$ cat src/design/scu_map.vh
`ifndef SCU_MAP_VH
`define SCU_MAP_VH

// Special function register addresses
`define SCU_ADDR_SERIAL_PORT_CONTROL 8'h98
`define SCU_ADDR_SERIAL_BUFFER 8'h99
`define SCU_ADDR_POWER_CONTROL_REG 8'h87

// Control register and power control register field positions
`define SCU_B_SM0 7
`define SCU_B_SM1 6
`define SCU_B_SM2 5
`define SCU_B_REN 4
`define SCU_B_TB8 3
`define SCU_B_RB8 2
`define SCU_B_TI 1
`define SCU_B_RI 0
`define SCU_B_BAUD_DOUBLER 7

// Reset values
`define SCU_SERIAL_PORT_CONTROL_RST 8'h00
`define SCU_BYTE_ZERO 8'h00
`define SCU_POWER_CONTROL_REG_LOW 7'h00

// Mode encodings of the two mode select bits
`define SCU_MODE0 2'b00
`define SCU_MODE1 2'b01
`define SCU_MODE2 2'b10
`define SCU_MODE3 2'b11

// Shift register mode timing: six clocks per bit
`define SCU_M0_PH_LAST 3'h5
`define SCU_M0_PH_HIGH 3'h3
`define SCU_M0_PH_SAMPLE 3'h2
`define SCU_M0_BIT_LAST 4'h7

// Asynchronous timing in sixteenths of a bit
`define SCU_DIV_LAST 4'hf
`define SCU_RX_SMP1 4'h7
`define SCU_RX_SMP3 4'h9
`define SCU_RX_DECIDE 4'ha

// Bit indices inside a frame, start bit is index 0
`define SCU_NINTH_IDX 4'h9
`define SCU_LAST_10 4'h9
`define SCU_LAST_11 4'ha
`define SCU_DATA_LAST 4'h8

`endif

$ cat src/design/scu_vote.v
`timescale 1ns/1ps
`include "scu_map.vh"

// Two out of three majority filter for received line samples
module scu_vote (
    input wire clock,
    input wire rst_b,
    input wire smp_en,
    input wire smp_last,
    input wire bit_in,
    output reg vote_ff
);

reg [1:0] hist_ff;

// Keep the last two samples, decide on the third
always @(posedge clock or negedge rst_b) begin
    if (!rst_b) begin
        hist_ff <= 2'b11;
        vote_ff <= 1'b1;
    end else if (smp_en) begin
        hist_ff <= {hist_ff[0], bit_in};
        if (smp_last) begin
            vote_ff <= (hist_ff[1] & hist_ff[0]) | (hist_ff[1] & bit_in) |
                       (hist_ff[0] & bit_in);
        end
    end
end

endmodule

$ cat src/design/scu_uart.v
`timescale 1ns/1ps
`include "scu_map.vh"

// How it works
// - Reset clears whole control register to zero
// - Top two control bits select mode
// - 9-bit filter: ninth bit zero sets no flag
// - 8-bit filter: flag only with valid stop
// - Filter enable ignored in shift mode
// - Receiver starts only while receive enable set; mode 0 byte completes if cleared
// - Ninth transmitted bit comes from tb8_ff
// - rb8_ff holds ninth or stop bit
// - Tx flag set at 8th bit/stop start
// - Rx flag set at 8th bit/mid stop
// - Buffer write starts transmission in every mode
// - Shift mode receives when flag clear, enabled
// - Async receive starts on start bit, enabled
// - Shift mode bit rate is clock/6
// - Mode 2 rate clock/32, doubled gives /16
// - Doubler is bit 7 at address 87h
// - Modes 1,3 rate from timer or generator
// - Timer rate times doubler factor (1 or 2) over 32
// - Auto-reload timer gives documented rate formula
// - Buffer write loads tx, read returns rx
// - Receive buffered; unread byte loses next byte
// - 8-bit frame: start, eight LSB first, stop
// - 9-bit frame adds ninth bit; stop ignored
module scu_uart (
    input wire clock,
    input wire rst_b,
    input wire [7:0] sfr_addr,
    input wire sfr_wr,
    input wire sfr_rd,
    input wire [7:0] sfr_wdata,
    output reg [7:0] sfr_rdata_ff,
    input wire t1_ovf,
    input wire brg_sel,
    input wire brg_tick,
    input wire rxd_in,
    output reg rxd_out_ff,
    output reg rxd_oe_ff,
    output reg txd_out_ff
);

// Control register fields
reg [1:0] mode_ff;
reg sm2_ff, ren_ff, tb8_ff, rb8_ff;
reg ti_ff, ri_ff, baud_doubler_ff;
reg [7:0] rx_buf_ff;

// Line synchroniser and start edge history
reg rxd_s1_ff, rxd_s2_ff, rxd_prev_ff;

// Sixteen times bit rate tick generation
reg half_ff;
wire rate_src, tick16;

// Asynchronous transmitter
reg tx_req_ff, tx_busy_ff, txd_ff;
reg [3:0] tx_div_ff, tx_cnt_ff;
reg [10:0] tx_sh_ff;

// Asynchronous receiver
reg rx_busy_ff, rx_nin_ff;
reg [3:0] rx_div_ff, rx_cnt_ff;
reg [7:0] rx_sh_ff;
wire rx_vote;

// Shift register mode engine
reg m0_active_ff, m0_dir_tx_ff, m0_clk_ff;
reg [2:0] m0_ph_ff;
reg [3:0] m0_cnt_ff;
reg [7:0] m0_sh_ff;

// Events towards the control register, decodes and timing strobes
reg set_ti, set_ri, rx_load, rx_load_nin;
reg [7:0] rx_load_data;
wire is_m0, is_m1;
wire wr_serial_port_control, wr_serial_buffer, wr_power_control_reg;
wire tx_roll, rx_fall, rx_decide, rx_smp_en;
wire [3:0] tx_last, rx_last;

// Mode decode from the top two control bits
assign is_m0 = (mode_ff == `SCU_MODE0);
assign is_m1 = (mode_ff == `SCU_MODE1);

// Register write decode
assign wr_serial_port_control = sfr_wr && (sfr_addr == `SCU_ADDR_SERIAL_PORT_CONTROL);
assign wr_serial_buffer = sfr_wr && (sfr_addr == `SCU_ADDR_SERIAL_BUFFER);
assign wr_power_control_reg = sfr_wr && (sfr_addr == `SCU_ADDR_POWER_CONTROL_REG);

// Mode 2 runs from the clock, modes 1 and 3 from timer or generator
assign rate_src = (mode_ff == `SCU_MODE2) ? 1'b1 :
                  (brg_sel ? brg_tick : t1_ovf);
// Undoubled rate halves the source; sixteen ticks make one bit
assign tick16 = rate_src & (baud_doubler_ff | half_ff);

// Halving toggle for the undoubled rates
always @(posedge clock or negedge rst_b) begin
    if (!rst_b) begin
        half_ff <= 1'b0;
    end else if (rate_src) begin
        half_ff <= ~half_ff;
    end
end

// Two flip-flop synchroniser on the receive pin
always @(posedge clock or negedge rst_b) begin
    if (!rst_b) begin
        rxd_s1_ff <= 1'b1;
        rxd_s2_ff <= 1'b1;
        rxd_prev_ff <= 1'b1;
    end else begin
        rxd_s1_ff <= rxd_in;
        rxd_s2_ff <= rxd_s1_ff;
        if (tick16) begin
            rxd_prev_ff <= rxd_s2_ff;
        end
    end
end

// Control, doubler and receive buffer; hardware sets win over clears
always @(posedge clock or negedge rst_b) begin
    if (!rst_b) begin
        mode_ff <= `SCU_MODE0;
        sm2_ff <= 1'b0;
        ren_ff <= 1'b0;
        tb8_ff <= 1'b0;
        rb8_ff <= 1'b0;
        ti_ff <= 1'b0;
        ri_ff <= 1'b0;
        baud_doubler_ff <= 1'b0;
        rx_buf_ff <= `SCU_BYTE_ZERO;
    end else begin
        if (wr_serial_port_control) begin
            mode_ff <= {sfr_wdata[`SCU_B_SM0], sfr_wdata[`SCU_B_SM1]};
            sm2_ff <= sfr_wdata[`SCU_B_SM2];
            ren_ff <= sfr_wdata[`SCU_B_REN];
            tb8_ff <= sfr_wdata[`SCU_B_TB8];
        end
        if (wr_power_control_reg) begin
            baud_doubler_ff <= sfr_wdata[`SCU_B_BAUD_DOUBLER];
        end
        // Flags cleared only by software, set by hardware
        ti_ff <= (wr_serial_port_control ? sfr_wdata[`SCU_B_TI] : ti_ff) | set_ti;
        ri_ff <= (wr_serial_port_control ? sfr_wdata[`SCU_B_RI] : ri_ff) | set_ri;
        if (rx_load && !is_m0) begin
            rb8_ff <= rx_load_nin;
        end else if (wr_serial_port_control) begin
            rb8_ff <= sfr_wdata[`SCU_B_RB8];
        end
        if (rx_load) begin
            rx_buf_ff <= rx_load_data;
        end
    end
end

// Registered read data, unmapped addresses read zero
always @(posedge clock or negedge rst_b) begin
    if (!rst_b) begin
        sfr_rdata_ff <= `SCU_BYTE_ZERO;
    end else if (sfr_rd) begin
        if (sfr_addr == `SCU_ADDR_SERIAL_PORT_CONTROL) begin
            sfr_rdata_ff <= {mode_ff, sm2_ff, ren_ff, tb8_ff, rb8_ff, ti_ff, ri_ff};
        end else if (sfr_addr == `SCU_ADDR_SERIAL_BUFFER) begin
            sfr_rdata_ff <= rx_buf_ff;
        end else if (sfr_addr == `SCU_ADDR_POWER_CONTROL_REG) begin
            sfr_rdata_ff <= {baud_doubler_ff, `SCU_POWER_CONTROL_REG_LOW};
        end else begin
            sfr_rdata_ff <= `SCU_BYTE_ZERO;
        end
    end
end

// Transmit bit times follow the free running divide by sixteen
assign tx_roll = tick16 && (tx_div_ff == `SCU_DIV_LAST);
assign tx_last = is_m1 ? `SCU_LAST_10 : `SCU_LAST_11;

// Asynchronous transmitter: start, data LSB first, ninth in modes 2 and 3, stop
always @(posedge clock or negedge rst_b) begin
    if (!rst_b) begin
        tx_req_ff <= 1'b0;
        tx_busy_ff <= 1'b0;
        tx_div_ff <= 4'h0;
        tx_cnt_ff <= 4'h0;
        tx_sh_ff <= 11'h7ff;
        txd_ff <= 1'b1;
    end else begin
        if (tick16) begin
            tx_div_ff <= tx_div_ff + 4'h1;
        end
        if (wr_serial_buffer && !is_m0) begin
            // Frame image: stop, ninth or stop, data, start
            tx_sh_ff <= {1'b1, (is_m1 ? 1'b1 : tb8_ff), sfr_wdata, 1'b0};
            tx_req_ff <= 1'b1;
            tx_busy_ff <= 1'b0;
            txd_ff <= 1'b1;
        end else if (tx_roll) begin
            if (tx_req_ff) begin
                tx_req_ff <= 1'b0;
                tx_busy_ff <= 1'b1;
                tx_cnt_ff <= 4'h0;
                txd_ff <= tx_sh_ff[0];
            end else if (tx_busy_ff) begin
                if (tx_cnt_ff == tx_last) begin
                    tx_busy_ff <= 1'b0;
                    txd_ff <= 1'b1;
                end else begin
                    tx_cnt_ff <= tx_cnt_ff + 4'h1;
                    txd_ff <= tx_sh_ff[1];
                    tx_sh_ff <= {1'b1, tx_sh_ff[10:1]};
                end
            end
        end
    end
end

// Receive sampling points and falling edge on the line
assign rx_fall = rxd_prev_ff && !rxd_s2_ff;
assign rx_smp_en = tick16 && rx_busy_ff && (rx_div_ff >= `SCU_RX_SMP1) &&
                   (rx_div_ff <= `SCU_RX_SMP3);
assign rx_decide = tick16 && rx_busy_ff && (rx_div_ff == `SCU_RX_DECIDE);
assign rx_last = is_m1 ? `SCU_LAST_10 : `SCU_LAST_11;

// Majority of three samples per bit
scu_vote u_vote (
    .clock(clock),
    .rst_b(rst_b),
    .smp_en(rx_smp_en),
    .smp_last(rx_div_ff == `SCU_RX_SMP3),
    .bit_in(rxd_s2_ff),
    .vote_ff(rx_vote)
);

// Asynchronous receiver
always @(posedge clock or negedge rst_b) begin
    if (!rst_b) begin
        rx_busy_ff <= 1'b0;
        rx_div_ff <= 4'h0;
        rx_cnt_ff <= 4'h0;
        rx_sh_ff <= `SCU_BYTE_ZERO;
        rx_nin_ff <= 1'b0;
    end else if (!ren_ff || is_m0) begin
        rx_busy_ff <= 1'b0;
    end else if (!rx_busy_ff) begin
        if (tick16 && rx_fall) begin
            rx_busy_ff <= 1'b1;
            rx_div_ff <= 4'h0;
            rx_cnt_ff <= 4'h0;
        end
    end else if (tick16) begin
        rx_div_ff <= rx_div_ff + 4'h1;
        if (rx_decide) begin
            rx_cnt_ff <= rx_cnt_ff + 4'h1;
            if (rx_cnt_ff == 4'h0 && rx_vote) begin
                rx_busy_ff <= 1'b0; // False start bit rejected
            end else if (rx_cnt_ff == rx_last) begin
                rx_busy_ff <= 1'b0;
            end else if (rx_cnt_ff == `SCU_NINTH_IDX) begin
                rx_nin_ff <= rx_vote;
            end else if (rx_cnt_ff != 4'h0) begin
                rx_sh_ff <= {rx_vote, rx_sh_ff[7:1]};
            end
        end
    end
end

// Shift register mode: tx takes priority, rx waits for a clear flag
always @(posedge clock or negedge rst_b) begin
    if (!rst_b) begin
        m0_active_ff <= 1'b0;
        m0_dir_tx_ff <= 1'b0;
        m0_ph_ff <= 3'h0;
        m0_cnt_ff <= 4'h0;
        m0_sh_ff <= `SCU_BYTE_ZERO;
        m0_clk_ff <= 1'b1;
    end else if (!is_m0) begin
        m0_active_ff <= 1'b0;
        m0_clk_ff <= 1'b1;
    end else if (wr_serial_buffer) begin
        m0_active_ff <= 1'b1;
        m0_dir_tx_ff <= 1'b1;
        m0_ph_ff <= 3'h0;
        m0_cnt_ff <= 4'h0;
        m0_sh_ff <= sfr_wdata;
        m0_clk_ff <= 1'b0;
    end else if (!m0_active_ff) begin
        m0_clk_ff <= 1'b1;
        if (ren_ff && !ri_ff) begin
            m0_active_ff <= 1'b1;
            m0_dir_tx_ff <= 1'b0;
            m0_ph_ff <= 3'h0;
            m0_cnt_ff <= 4'h0;
            m0_clk_ff <= 1'b0;
        end
    end else begin
        // Six clocks per bit: clock low three, high three
        m0_clk_ff <= (m0_ph_ff + 3'h1 >= `SCU_M0_PH_HIGH) &&
                     (m0_ph_ff != `SCU_M0_PH_LAST);
        if (m0_ph_ff == `SCU_M0_PH_SAMPLE && !m0_dir_tx_ff) begin
            m0_sh_ff <= {rxd_s2_ff, m0_sh_ff[7:1]};
        end
        if (m0_ph_ff == `SCU_M0_PH_LAST) begin
            m0_ph_ff <= 3'h0;
            m0_cnt_ff <= m0_cnt_ff + 4'h1;
            if (m0_dir_tx_ff) begin
                m0_sh_ff <= {1'b0, m0_sh_ff[7:1]};
            end
            if (m0_cnt_ff == `SCU_M0_BIT_LAST) begin
                m0_active_ff <= 1'b0;
                m0_clk_ff <= 1'b1;
            end
        end else begin
            m0_ph_ff <= m0_ph_ff + 3'h1;
        end
    end
end

// Flag and load events from all engines
always @* begin
    set_ti = 1'b0;
    set_ri = 1'b0;
    rx_load = 1'b0;
    rx_load_data = rx_sh_ff;
    rx_load_nin = rx_nin_ff;
    // Transmit flag at the start of the stop bit
    if (!is_m0 && tx_roll && tx_busy_ff && !tx_req_ff &&
        (tx_cnt_ff + 4'h1 == tx_last)) begin
        set_ti = 1'b1;
    end
    // Shift mode: end of the eighth bit time
    if (is_m0 && m0_active_ff && m0_ph_ff == `SCU_M0_PH_LAST &&
        m0_cnt_ff == `SCU_M0_BIT_LAST && !wr_serial_buffer) begin
        if (m0_dir_tx_ff) begin
            set_ti = 1'b1;
        end else begin
            // Filter bit plays no part here
            set_ri = 1'b1;
            rx_load = 1'b1;
            rx_load_data = m0_sh_ff;
        end
    end
    // Async: decision at the middle of the stop bit
    if (!is_m0 && ren_ff && rx_decide && rx_cnt_ff == rx_last) begin
        rx_load_nin = is_m1 ? rx_vote : rx_nin_ff;
        // Unread previous byte means this frame is dropped
        if (!ri_ff && (!sm2_ff || rx_load_nin)) begin
            set_ri = 1'b1;
            rx_load = 1'b1;
        end
    end
end

// Pin drivers: mode 0 uses the data pin both ways, tx pin as clock
always @(posedge clock or negedge rst_b) begin
    if (!rst_b) begin
        rxd_out_ff <= 1'b1;
        rxd_oe_ff <= 1'b0;
        txd_out_ff <= 1'b1;
    end else begin
        rxd_oe_ff <= is_m0 && m0_active_ff && m0_dir_tx_ff;
        rxd_out_ff <= m0_sh_ff[0];
        txd_out_ff <= is_m0 ? m0_clk_ff : txd_ff;
    end
end

endmodule

$ cat config.mk
export PLATFORM = sky130hd
export DESIGN_NAME = scu_uart
export DESIGN_NICKNAME = d
export VERILOG_FILES = /design/src/design/scu_vote.v /design/src/design/scu_uart.v
export VERILOG_INCLUDE_DIRS = /design/src /design/src/design
export SDC_FILE = /design/constraint.sdc
export NUM_CORES = 1
export LEC_CHECK = 0
export BUFFER_PORTS_ARGS = -buffer_cell sky130_fd_sc_hd__buf_2
export CAP_MARGIN = 20
export CORE_UTILIZATION = 24
export DETAILED_ROUTE_END_ITERATION = 10
export MAX_ROUTING_LAYER = met4
export PLACE_DENSITY = 0.42
export RECOVER_POWER = 25
export SLEW_MARGIN = 20
export SYNTH_ARGS = -nofsm -noshare
export SYNTH_HDL_FRONTEND = slang
export SYNTH_SLANG_ARGS = --single-unit
$ cat constraint.sdc
create_clock -name clock -period 2.1 [get_ports clock]
set_input_delay 0.105 -clock clock [delete_from_list [all_inputs] [get_ports clock]]
set_output_delay 0.105 -clock clock [all_outputs]
set_load 0.03 [all_outputs]
# Yosys cells after proc, flatten, opt, wreduce, memory -nomap -nowiden
# Cells that the tools add are included.
# W data, S select, Z words.
[word_totals]
register_bits = 93
elab_cells = 230
[op_classes]
n_bitwise = 15
order_cmp = 3
n_addsub = 6
reduce_logical = 63
eq_ne = 23
n_mux = 84
[op_table]
columns = ["cell", "count"]
rows = [
  ["$mux W8", 10],
  ["$mux W11", 5],
  ["$mux W4", 13],
  ["$mux W1", 51],
  ["$logic_and A1 B1 Y1", 29],
  ["$eq A8 B8 Y1 const B", 3],
  ["$add A4 B1 Y4 const B", 5],
  ["$eq A4 B4 Y1 const B", 4],
  ["$reduce_bool A2 Y1", 7],
  ["$eq A4 B4 Y1", 3],
  ["$mux W3", 4],
  ["$reduce_and A4 Y1", 3],
  ["$reduce_and A3 Y1", 3],
  ["$logic_not A1 Y1", 8],
  ["$reduce_and A2 Y1", 4],
  ["$reduce_and A8 Y1", 1],
  ["$reduce_and A7 Y1", 1],
  ["$ne A2 B1 Y1 const B", 3],
  ["$ne A2 B2 Y1 const B", 3],
  ["$not A1 Y1", 6],
  ["$reduce_bool A3 Y1", 2],
  ["$or A1 B1 Y1", 5],
  ["$and A1 B1 Y1", 4],
  ["$eq A4 B3 Y1 const B", 1],
  ["other kinds (15)", 16],
]

# Depth between registers and ports, before layout
# Gate-level depths: netlist of run 1.
[depth]
word_depth = 12
depth_mapped = 8

# Hierarchy
# A second synthesis of run 1 with hierarchy kept.
[unflattened]
cells_unflattened = 465
hier_area_um2 = 4800.9
[by_module_without_submodules]
columns = ["module", "seq_area_each_um2", "area_per_inst_um2", "cells_each", "n_inst"]
rows = [
  ["scu_uart", 2248.4, 4673.2, 457, 1],
  ["scu_vote", 78.8, 127.6, 8, 1],
]

# Worst setup path after synthesis of run 1
# No wires, ideal clock.
[synth_path]
path_type = "flip-flop to flip-flop"
from = "register mode_ff[1]"
to = "register rx_sh_ff[0]"
arrival_time_ns = 1.713
period_less_slack_ns = 1.838
setup_time_ns = 0.125
slack_ns = 0.262
n_path_buf = 1
path_stages_with_launch = 7
required_ns = 1.975
cell_sequence = "dfrtp_1 buf_2 and4bb_1 a21oi_1 and3b_1 o31ai_4 mux2_2"
[synth_via]
elab_chain_cells = 6
word_cells_on_any_way = 13
[synth_lines]
columns = ["item", "line_no", "source"]
rows = [
  ["from (decl)", "scu_uart.v:46", "reg [1:0] mode_ff;"],
  ["from (signal assigned)", "scu_uart.v:125", "mode_ff <= `SCU_MODE0;"],
  ["from (signal assigned)", "scu_uart.v:136", "mode_ff <= {sfr_wdata[`SCU_B_SM0], sfr_wdata[`SCU_B_SM1]};"],
  ["$eq A2 B2 Y1 (no source line)", "n/a", ""],
  ["$mux W1", "scu_uart.v:93", "assign rate_src = (mode_ff == `SCU_MODE2) ? 1'b1 :"],
  ["$and A1 B1 Y1", "scu_uart.v:96", "assign tick16 = rate_src & (baud_doubler_ff | half_ff);"],
  ["$logic_and A1 B1 Y1 (2 in series)", "scu_uart.v:222", "assign rx_decide = tick16 && rx_busy_ff && (rx_div_ff == `SCU_RX_DECIDE);"],
  ["$reduce_and A8 Y1 (no source line) *", "n/a", ""],
  ["to (signal assigned)", "scu_uart.v:241", "rx_sh_ff <= `SCU_BYTE_ZERO;"],
  ["to (signal assigned)", "scu_uart.v:262", "rx_sh_ff <= {rx_vote, rx_sh_ff[7:1]};"],
  ["to (decl)", "scu_uart.v:66", "reg [7:0] rx_sh_ff;"],
]
# Mark *: on every way between the ends. The rest lies on a longest branch, timed or not.
# A chain may end at the register's enable or synchronous reset.

# Worst setup path in the final report of run 1
[layout_path]
from = "register rx_cnt_ff[1]"
to = "register rx_sh_ff[3]"
[layout_via]
elab_chain_cells = 4
word_cells_on_any_way = 9
[layout_lines]
columns = ["item", "line_no", "source"]
rows = [
  ["from (decl)", "scu_uart.v:65", "reg [3:0] rx_div_ff, rx_cnt_ff;"],
  ["from (signal assigned)", "scu_uart.v:254", "rx_cnt_ff <= rx_cnt_ff + 4'h1;"],
  ["$logic_not A4 Y1", "scu_uart.v:255", "if (rx_cnt_ff == 4'h0 && rx_vote) begin"],
  ["$logic_and A1 B1 Y1", "scu_uart.v:255", ""],
  ["$not A1 Y1 (no source line)", "n/a", ""],
  ["$reduce_and A8 Y1 (no source line) *", "n/a", ""],
]
# Marked as above.

==> reports/metrics.cfg, run 1 <==
[floorplan]
die_w_um=139.8
core_area_mm2=0.01864
die-area_mm2=0.01954
row_count=50
die_h_um=139.8
ios=35
start_util_pct=24.44

[pwr]
p_leak_nw=2.469
total_power_mw=4.978
power_frac_clock_pct=32.9
swShare_pct=30.75
seqPwrFrac_pct=48.0
comb_power_share_pct=19.1
power_per_cell_area_mw_per_mm2=915.2
switching_power_mw=1.531
peakVddDrop_mv=0.3628
intPower_mw=3.447

[global_routing]
grt_max_degree=52
grt_pass1_wl_um=19410
grt_usage_pct=13.39
antenna_found_initial=0
grt_pass1_vias=3543
gr-total-overflow=0

[worst_setup_path]
path_cells=and4bb_1 -> a21oi_1 -> and3b_1 -> o31ai_4 -> mux2_2
worst-path-max-fanout=8
cp-start-kind=flop
end_kind=flop
crit_required_ps=2330
crit_type=reg2reg
max_stage_delay_ps=450
critPathArrivalTime_ps=2140
cp_slowest_cell=dfrtp_1
rrSetupSlack_ps=190

[clocking]
cts.sinks=92
cts_tree=done
cts.clk_slew.worst_paths_ps=60
clock_latency_ps=350
cts_made_buffers=9
cts.path.max_buffers=2
htreeDepth=3
cts-root-buf=clkbuf_16
post-cts-setup-buffer-count=0

[yosys]
ys_seq_elements=92
ys.flop_type=dfrtp_1
ys_seq_area_share_pct=51.07
ys_types=52
synthArstFlopShare_pct=100.0
synth_edf_count=0
ys_warn_count=0
synth_common_cells=dfrtp_1 (72), nor2_1 (47), a21oi_1 (38)
synth_top_area_share_pct=39.54
synth_nets=478
post-synth-top-count-cell=dfrtp_1
yosysTopAreaCell=dfrtp_1
syn_area_per_cell_um2=10.26
syn_inst=444
ys_top_cells_by_area=dfrtp_1 (40%), dfstp_2 (12%), mux2_2 (5.9%)
syn_area_mm2=0.004557

[min_path]
hp-class=in2reg

[detailed_routing]
avgRoutedWirePerCell_um=15.82
wirelength_um=11590
drc=0
dr.pass1.iters=4
drt-initial-drc-count=256
ant_nets=0
routed-via-count=3476
via_per_inst=4.742

[place]
placed_cells=715
placed_cell_area_mm2=0.005119
portBuffers=34
place_congestion=0.8149
dp_hpwl_um=8461

[layout]
fill_cells=1944
area_growth_pct=19.36
fin_nets=528
drive_gt1_share_pct=23.45
antenna_cells=0
fin_cells=733
final_core_util_pct=29.17
post-route-cell-area_mm2=0.005439

[sta]
timing.final.crit_share_pct=90.90
slew_violations=0
fmaxAchievable_ghz=0.5239
max-slew-margin-rel_pct=22.22
finalHoldViolCount=0
final.setup.tns_ps=0
final.min_clock_period_ps=1909
setup_violations=0
worstMarginPinSlew_ps=1167
skew_ps=5.781
rsz0062_at_grt=false

[run]
maxCapViolations=0

[run_status]
status=finished clean

-- kinds of logic after synthesis --
family | Yosys count | synth area share [%]
adder cells (fa/ha/maj) | 11 | 2.965
XOR/XNOR | 8 | 1.537
AND/OR/NAND/NOR | 155 | 17.22
multiplexers | 47 | 10.98
AO/OA/AOI/OAI | 99 | 13.18
flip-flops | 92 | 51.07
buffers and inverters | 32 | 3.048
-- what timing repair did --
action                     4_1_cts  5_1_grt
hold buffers                     2        0
resized for setup                0        2
setup endpoints to repair        0        5
hold endpoints to repair        24        0
-- layout by cell type (no fill, tap or decap), drive strengths merged, types with 17 or more instances in the layout --
cell type	count
buf	51
mux2	24
nand2	34
dfstp	20
dfrtp	72
a21oi	38
nor2	48
nand3	17
mux2i	23
o21ai	24
clkbuf	17
-- cell type report --
class | count | area [um2] | share of cell area [%]
flip-flops and latches | 92 | 2327 | 42.79
repair buffers | 57 | 369.1 | 6.786
inverters | 14 | 52.55 | 0.9662
multi-input cells | 320 | 2097 | 38.56
clock inverters | 3 | 17.52 | 0.3221
well taps | 234 | 292.8 | 5.383
clock buffers | 13 | 282.8 | 5.199
-- metal layers --
layer | wire length [um] | global-route usage, % | vias up
li1 | - | - | 1702
met1 | 5358 | 16.88 | 1702
met2 | 5576 | 20.76 | 55
met3 | 343 | 1.858 | 17
met4 | 315 | 7.172 | 0
met5 | 0 | - | -
-- state kept, by name, indices dropped and copies added, names as in the netlist, 2 cells and up --
name	count
mode_ff	2
rx_buf_ff	8
rx_sh_ff	8
rx_div_ff	4
tx_div_ff	4
rx_cnt_ff	4
u_vote.hist_ff	2
tx_sh_ff	10
tx_cnt_ff	4
m0_sh_ff	8
sfr_rdata_ff	8
m0_cnt_ff	4
m0_ph_ff	3
-- worst max-delay path: cells and delay by family, from the launching register on --
family / cells / cell delay [ps]
AND/OR/NAND/NOR: 2 / 490
AO/OA/AOI/OAI: 2 / 470
flip-flops: 1 / 450
multiplexers: 1 / 390
-- through the flow --
stage / setup slack (ps) / hold WS [ps]
3_3_place_gp: 190.6 / 151.5
5_1_grt: 40.66 / 37.80
2_1_floorplan: 262.3 / -190.6
3_5_place_dp: 166.1 / 163.4
6_report: 191.1 / 44.72
4_1_cts: 149.6 / 30.82
-- power by group through the flow --
stage               clock network [mW]  registers (mW)  logic [mW]
detailed placement                   0            2.42       0.960
floorplan                            0            2.38       0.633
global route                      1.78            2.45        1.09
finish                            1.64            2.39       0.948
CTS                               1.70            2.39       0.969
global placement                     0            2.42       0.938
-- final timing paths --
| check | from | end | cells after the start |
|---|---|---|---|
| setup / recovery | rx_cnt_ff[1] | rx_sh_ff[3] | 5 |
| hold / removal | sfr_wdata[3] | tx_sh_ff[4] | 3 |
| setup reg to reg | rx_cnt_ff[1] | rx_sh_ff[3] | 5 |
| hold reg to reg | rxd_s1_ff | rxd_s2_ff | 0 |
| max in group asynchronous | rst_b | rxd_out_ff | 3 |
| min in group asynchronous | rst_b | rx_busy_ff | 2 |
Power figures use the tool's default switching activity.
==> inputs of run 2 (changes only) <==
Settings changed: RECOVER_POWER 25 to unset.
==> reports/metrics.cfg, run 2 (synthesis gave the netlist of run 1 again) <==
[run_status]
status=finished clean

[pwr]
p_leak_nw=2.480  ; +0.45%
peakVddDrop_mv=0.3627  ; about the same
comb_power_share_pct=19.1  ; about the same
power_per_cell_area_mw_per_mm2=914.9  ; about the same
intPower_mw=3.451  ; +0.11%
switching_power_mw=1.531  ; about the same
seqPwrFrac_pct=48.0  ; about the same
swShare_pct=30.73  ; about the same
power_frac_clock_pct=32.9  ; about the same

[place]
dp_hpwl_um=8461  ; unchanged
portBuffers=34  ; unchanged
place_congestion=0.8149  ; unchanged
placed_cell_area_mm2=0.005119  ; unchanged

[layout]
fin_nets=528  ; unchanged
area_growth_pct=19.49
post-route-cell-area_mm2=0.005445  ; +0.11%
largest_reg_flops=10  ; unchanged
multi_input_comb_area_mm2=0.002097  ; unchanged
fill_cells=1942  ; -0.10%
top_register=tx_sh_ff
layout_commonest_cell=dfrtp_1
antenna_cells=0  ; unchanged
final_cell_mix=dfrtp_1 (72), nor2_1 (47), a21oi_1 (38)
seq_area_mm2=0.002327  ; unchanged
drive_gt1_share_pct=24.05  ; +0.60 points

[sta]
worstMarginPinSlew_ps=602.3  ; -564.4 ps
final.setup.tns_ps=0  ; unchanged
skew_ps=5.542  ; -0.2392 ps
finalHoldViolCount=0  ; unchanged
fmaxAchievable_ghz=0.5234  ; about the same
max-slew-margin-rel_pct=59.84  ; +38 points
final.min_clock_period_ps=1911  ; +1.760 ps
timing.final.crit_share_pct=90.99  ; about the same
setup_violations=0  ; unchanged
slew_violations=0  ; unchanged
rsz0062_at_grt=false

[floorplan]
die_w_um=139.8  ; unchanged
core_area_mm2=0.01864  ; unchanged
die_h_um=139.8  ; unchanged
ios=35  ; unchanged
row_count=50  ; unchanged
start_util_pct=24.44  ; unchanged
die-area_mm2=0.01954  ; unchanged

[detailed_routing]
routed-via-count=3470  ; -0.17%
wirelength_um=11590  ; about the same
dr.pass1.iters=4  ; unchanged
ant_nets=0  ; unchanged
avgRoutedWirePerCell_um=15.81  ; about the same
via_per_inst=4.734  ; -0.17%
drt-initial-drc-count=256  ; unchanged
drc=0  ; unchanged

[worst_setup_path]
crit_family=simple AND/OR/NAND/NOR gates
crit_required_ps=2330  ; about the same
cp_num_buf_inv=0  ; unchanged
cp-start-kind=flop
path_cells=and4bb_1 -> a21oi_1 -> and3b_1 -> o31ai_4 -> mux2_2
rrSetupSlack_ps=190  ; about the same
end_kind=flop
crit_type=reg2reg
critPathArrivalTime_ps=2140  ; about the same
worst-path-max-fanout=8  ; unchanged
cp_slowest_cell=dfrtp_1
max_stage_delay_ps=450  ; about the same

[clocking]
htreeDepth=3  ; unchanged
clock_latency_ps=350  ; about the same
cts_made_buffers=9  ; unchanged
cts.path.max_buffers=2  ; unchanged
cts-root-buf=clkbuf_16
cts_tree=done
post-cts-setup-buffer-count=0  ; unchanged
cts.clk_slew.worst_paths_ps=60  ; about the same
cts.sinks=92  ; unchanged

[global_routing]
antenna_found_initial=0  ; unchanged
gr-total-overflow=0  ; unchanged
grt_max_degree=52  ; unchanged
grt_pass1_wl_um=19410  ; unchanged
grt_usage_pct=13.39  ; unchanged
grt_pass1_vias=3543  ; unchanged

[min_path]
hp-class=in2reg

[run]
maxCapViolations=0  ; unchanged

==> run 2: cell types whose count changed in the layout (fill, tap and decap cells not counted), sizes merged <==
cell and change:
buf +4, clkbuf -4
==> run 2: timing repair <==
item,in CTS,in global routing
setup endpoints to repair,0,5
endpoints found under the hold margin,24,0
resized for setup,0,2
hold buffers,2,0
==> run 2: tightest hold or removal path, stage by stage <==
cell,delay (ps)
buf_2,140
nor2_1,100
a21oi_1,40
==> run 2: final timing paths <==
kind	start	end	cells past startpoint
min in group asynchronous	rst_b	rx_busy_ff	2
hold / removal	sfr_wdata[3]	tx_sh_ff[4]	3
hold reg to reg	rxd_s1_ff	rxd_s2_ff	0
max in group asynchronous	rst_b	rxd_out_ff	3
setup / recovery	rx_cnt_ff[1]	rx_sh_ff[3]	5
setup reg to reg	rx_cnt_ff[1]	rx_sh_ff[3]	5
==> run 2: stage by stage <==
step / util, % / total power [mW] / std cells / setup WS, ps / hold WS (ps)
2_1_floorplan: - / 3.009 / 444 / 262.3 / -190.6
3_3_place_gp: 27.46 / 3.355 / 715 / 190.6 / 151.5
3_5_place_dp: 27.46 / 3.379 / 715 / 166.1 / 163.4
4_1_cts: 29.17 / 5.060 / 733 / 149.6 / 30.82
5_1_grt: 29.21 / 5.321 / 733 / 40.66 / 37.80
6_report: 29.21 / 4.982 / 733 / 189.3 / 45.73
==> run 2: power by group through the flow <==
stage               sequential [mW]  clock (mW)  combinational, mW
floorplan                      2.38           0              0.633
global placement               2.42           0              0.938
detailed placement             2.42           0              0.960
CTS                            2.39        1.70              0.969
global route                   2.45        1.78               1.09
finish                         2.39        1.64              0.952
==> run 2: final cells by class <==
cell class              count  share of cell area (%)
clock buffers              13                   5.193
clock inverters             3                  0.3217
inverters                  14                  0.9651
multi-input cells         320                   38.51
flip-flops and latches     92                   42.74
well taps                 234                   5.377
repair buffers             57                   6.893
==> run 2: layer usage <==
metal  track usage [%]  part of all wire [%]  up-vias
met5                 -                     0        -
met1             16.88                    47     1698
met3             1.858                   2.8       21
met4             7.172                   2.8        0
met2             20.76                    48       49
li1                  -                     -     1702
==> inputs of run 3 (changes only) <==
Settings changed: SKIP_CTS_REPAIR_TIMING set to 1.
Clock period 2.1 ns to 2.01 ns, I/O delays scaled along.
==> reports/metrics.cfg, run 3 (synthesis gave the netlist of run 1 again) <==
[run_status]
status=finished clean

[pwr]
p_leak_nw=2.508  ; +1.1%
power_per_cell_area_mw_per_mm2=937.6  ; +2.5%
peakVddDrop_mv=0.3564  ; -1.7%

[worst_setup_path]
cp-start-kind=flop
end_kind=flop
crit_type=reg2reg
critPathArrivalTime_ps=2140  ; about the same
worst-path-max-fanout=8  ; unchanged
crit_required_ps=2250  ; -80 ps

[global_routing]
grt_pass1_wl_um=19220  ; -0.96%
grt_pass1_vias=3574  ; +0.87%
grt_max_degree=48  ; -7.7%
gr-total-overflow=0  ; unchanged
antenna_found_initial=0  ; unchanged
grt_usage_pct=13.18  ; -0.20 points

[layout]
fill_cells=1949  ; +0.36%
layout_commonest_cell=dfrtp_1
top_register=tx_sh_ff
drive_gt1_share_pct=25.45  ; +1.4 points
final_cell_mix=dfrtp_1 (71), nor2_1 (47), a21oi_1 (38)
fin_nets=532  ; +0.76%
area_growth_pct=20.70
antenna_cells=0  ; unchanged
largest_reg_flops=10  ; unchanged

[floorplan]
die-area_mm2=0.01954  ; unchanged
die_h_um=139.8  ; unchanged
ios=35  ; unchanged
row_count=50  ; unchanged
start_util_pct=24.44  ; unchanged
die_w_um=139.8  ; unchanged
core_area_mm2=0.01864  ; unchanged

[clocking]
cts_tree=done
cts.sinks=92  ; unchanged
cts.clk_slew.worst_paths_ps=70  ; about the same
clock_latency_ps=350  ; about the same
htreeDepth=3  ; unchanged
cts.path.max_buffers=2  ; unchanged
cts_made_buffers=9  ; unchanged
cts-root-buf=clkbuf_16

[sta]
finalHoldViolCount=0  ; unchanged
timing.final.crit_share_pct=94.34  ; +3.4 points
worstMarginPinSlew_ps=532.6  ; -69.76 ps
fmaxAchievable_ghz=0.5274  ; +0.77%
rsz0062_at_grt=false
final.setup.tns_ps=0  ; unchanged
max-slew-margin-rel_pct=64.00  ; +4.2 points
final.min_clock_period_ps=1896  ; -14.52 ps
setup_violations=0  ; unchanged
skew_ps=10.33  ; +4.784 ps
worst_slack_ps=113.8  ; -75.48 ps
slew_violations=0  ; unchanged

[place]
dp_hpwl_um=8508  ; +0.57%
portBuffers=34  ; unchanged
place_congestion=0.8289  ; +1.7%
post-place-ws_ps=24.19  ; -141.9 ps

[detailed_routing]
routed-via-count=3479  ; +0.26%
wirelength_um=11590  ; about the same
drt-initial-drc-count=207  ; -19%
dr.pass1.iters=4  ; unchanged
via_per_inst=4.720  ; -0.28%
ant_nets=0  ; unchanged
avgRoutedWirePerCell_um=15.72  ; -0.57%
drc=0  ; unchanged

[run]
maxCapViolations=0  ; unchanged

[min_path]
hp-class=in2reg

==> run 3: worst paths after layout <==
kind	slack, ps	cells past startpoint	from	endpoint
worst max-delay path	110	6	mode_ff[1]	rx_sh_ff[2]
worst min-delay path	20	3	sfr_wdata[1]	tx_sh_ff[2]
worst max register to register	110	6	mode_ff[1]	rx_sh_ff[2]
worst min register to register	360	0	rxd_s1_ff	rxd_s2_ff
max in group asynchronous	1120	3	rst_b	rxd_out_ff
min in group asynchronous	210	2	rst_b	rx_div_ff[1]
==> run 3: layer usage <==
metal  track usage, %  part of all wire, %  wire (um)  up-vias
li1                 -                    -          -     1704
met1            16.58                   48       5598     1726
met2            20.74                   48       5530       37
met3            2.822                  2.4        276       12
met4            4.916                  1.6        180        0
met5                -                    0          0        -
==> run 3: cell type report <==
type | count | area (um2) | share of cell area [%]
Clock inverter | 5 | 43.79 | 0.7962
Multi-Input combinational cell | 320 | 2100 | 38.17
Sequential cell | 92 | 2328 | 42.33
Timing Repair Buffer | 61 | 430.4 | 7.825
Clock buffer | 11 | 252.7 | 4.595
Tap cell | 234 | 292.8 | 5.323
Inverter | 14 | 52.55 | 0.9554
==> run 3: report_power, final <==
group / total, mW / internal (mW) / switching (mW)
clock: 1.67 / 0.919 / 0.755
combinational: 0.988 / 0.429 / 0.559
sequential: 2.49 / 2.18 / 0.312
==> run 3: worst max-delay path: stages (launching register included) <==
cell and delay (ps):
dfrtp_2 450, and4bb_1 280, a21oi_1 90, and3b_1 230
o31ai_4 260, buf_12 160, mux2_2 320
==> run 3: stage by stage <==
step           power [mW]  area, um2  std cells  hold WS, ps  utilization, %
2_1_floorplan       3.144       4557        444       -195.1               -
3_3_place_gp        3.495       5154        718        48.27           27.64
3_5_place_dp        3.503       5154        718        50.81           27.64
4_1_cts             5.222       5450        734       -330.9           29.23
5_1_grt             5.490       5500        737        32.19           29.50
6_report            5.157       5500        737        21.93           29.50
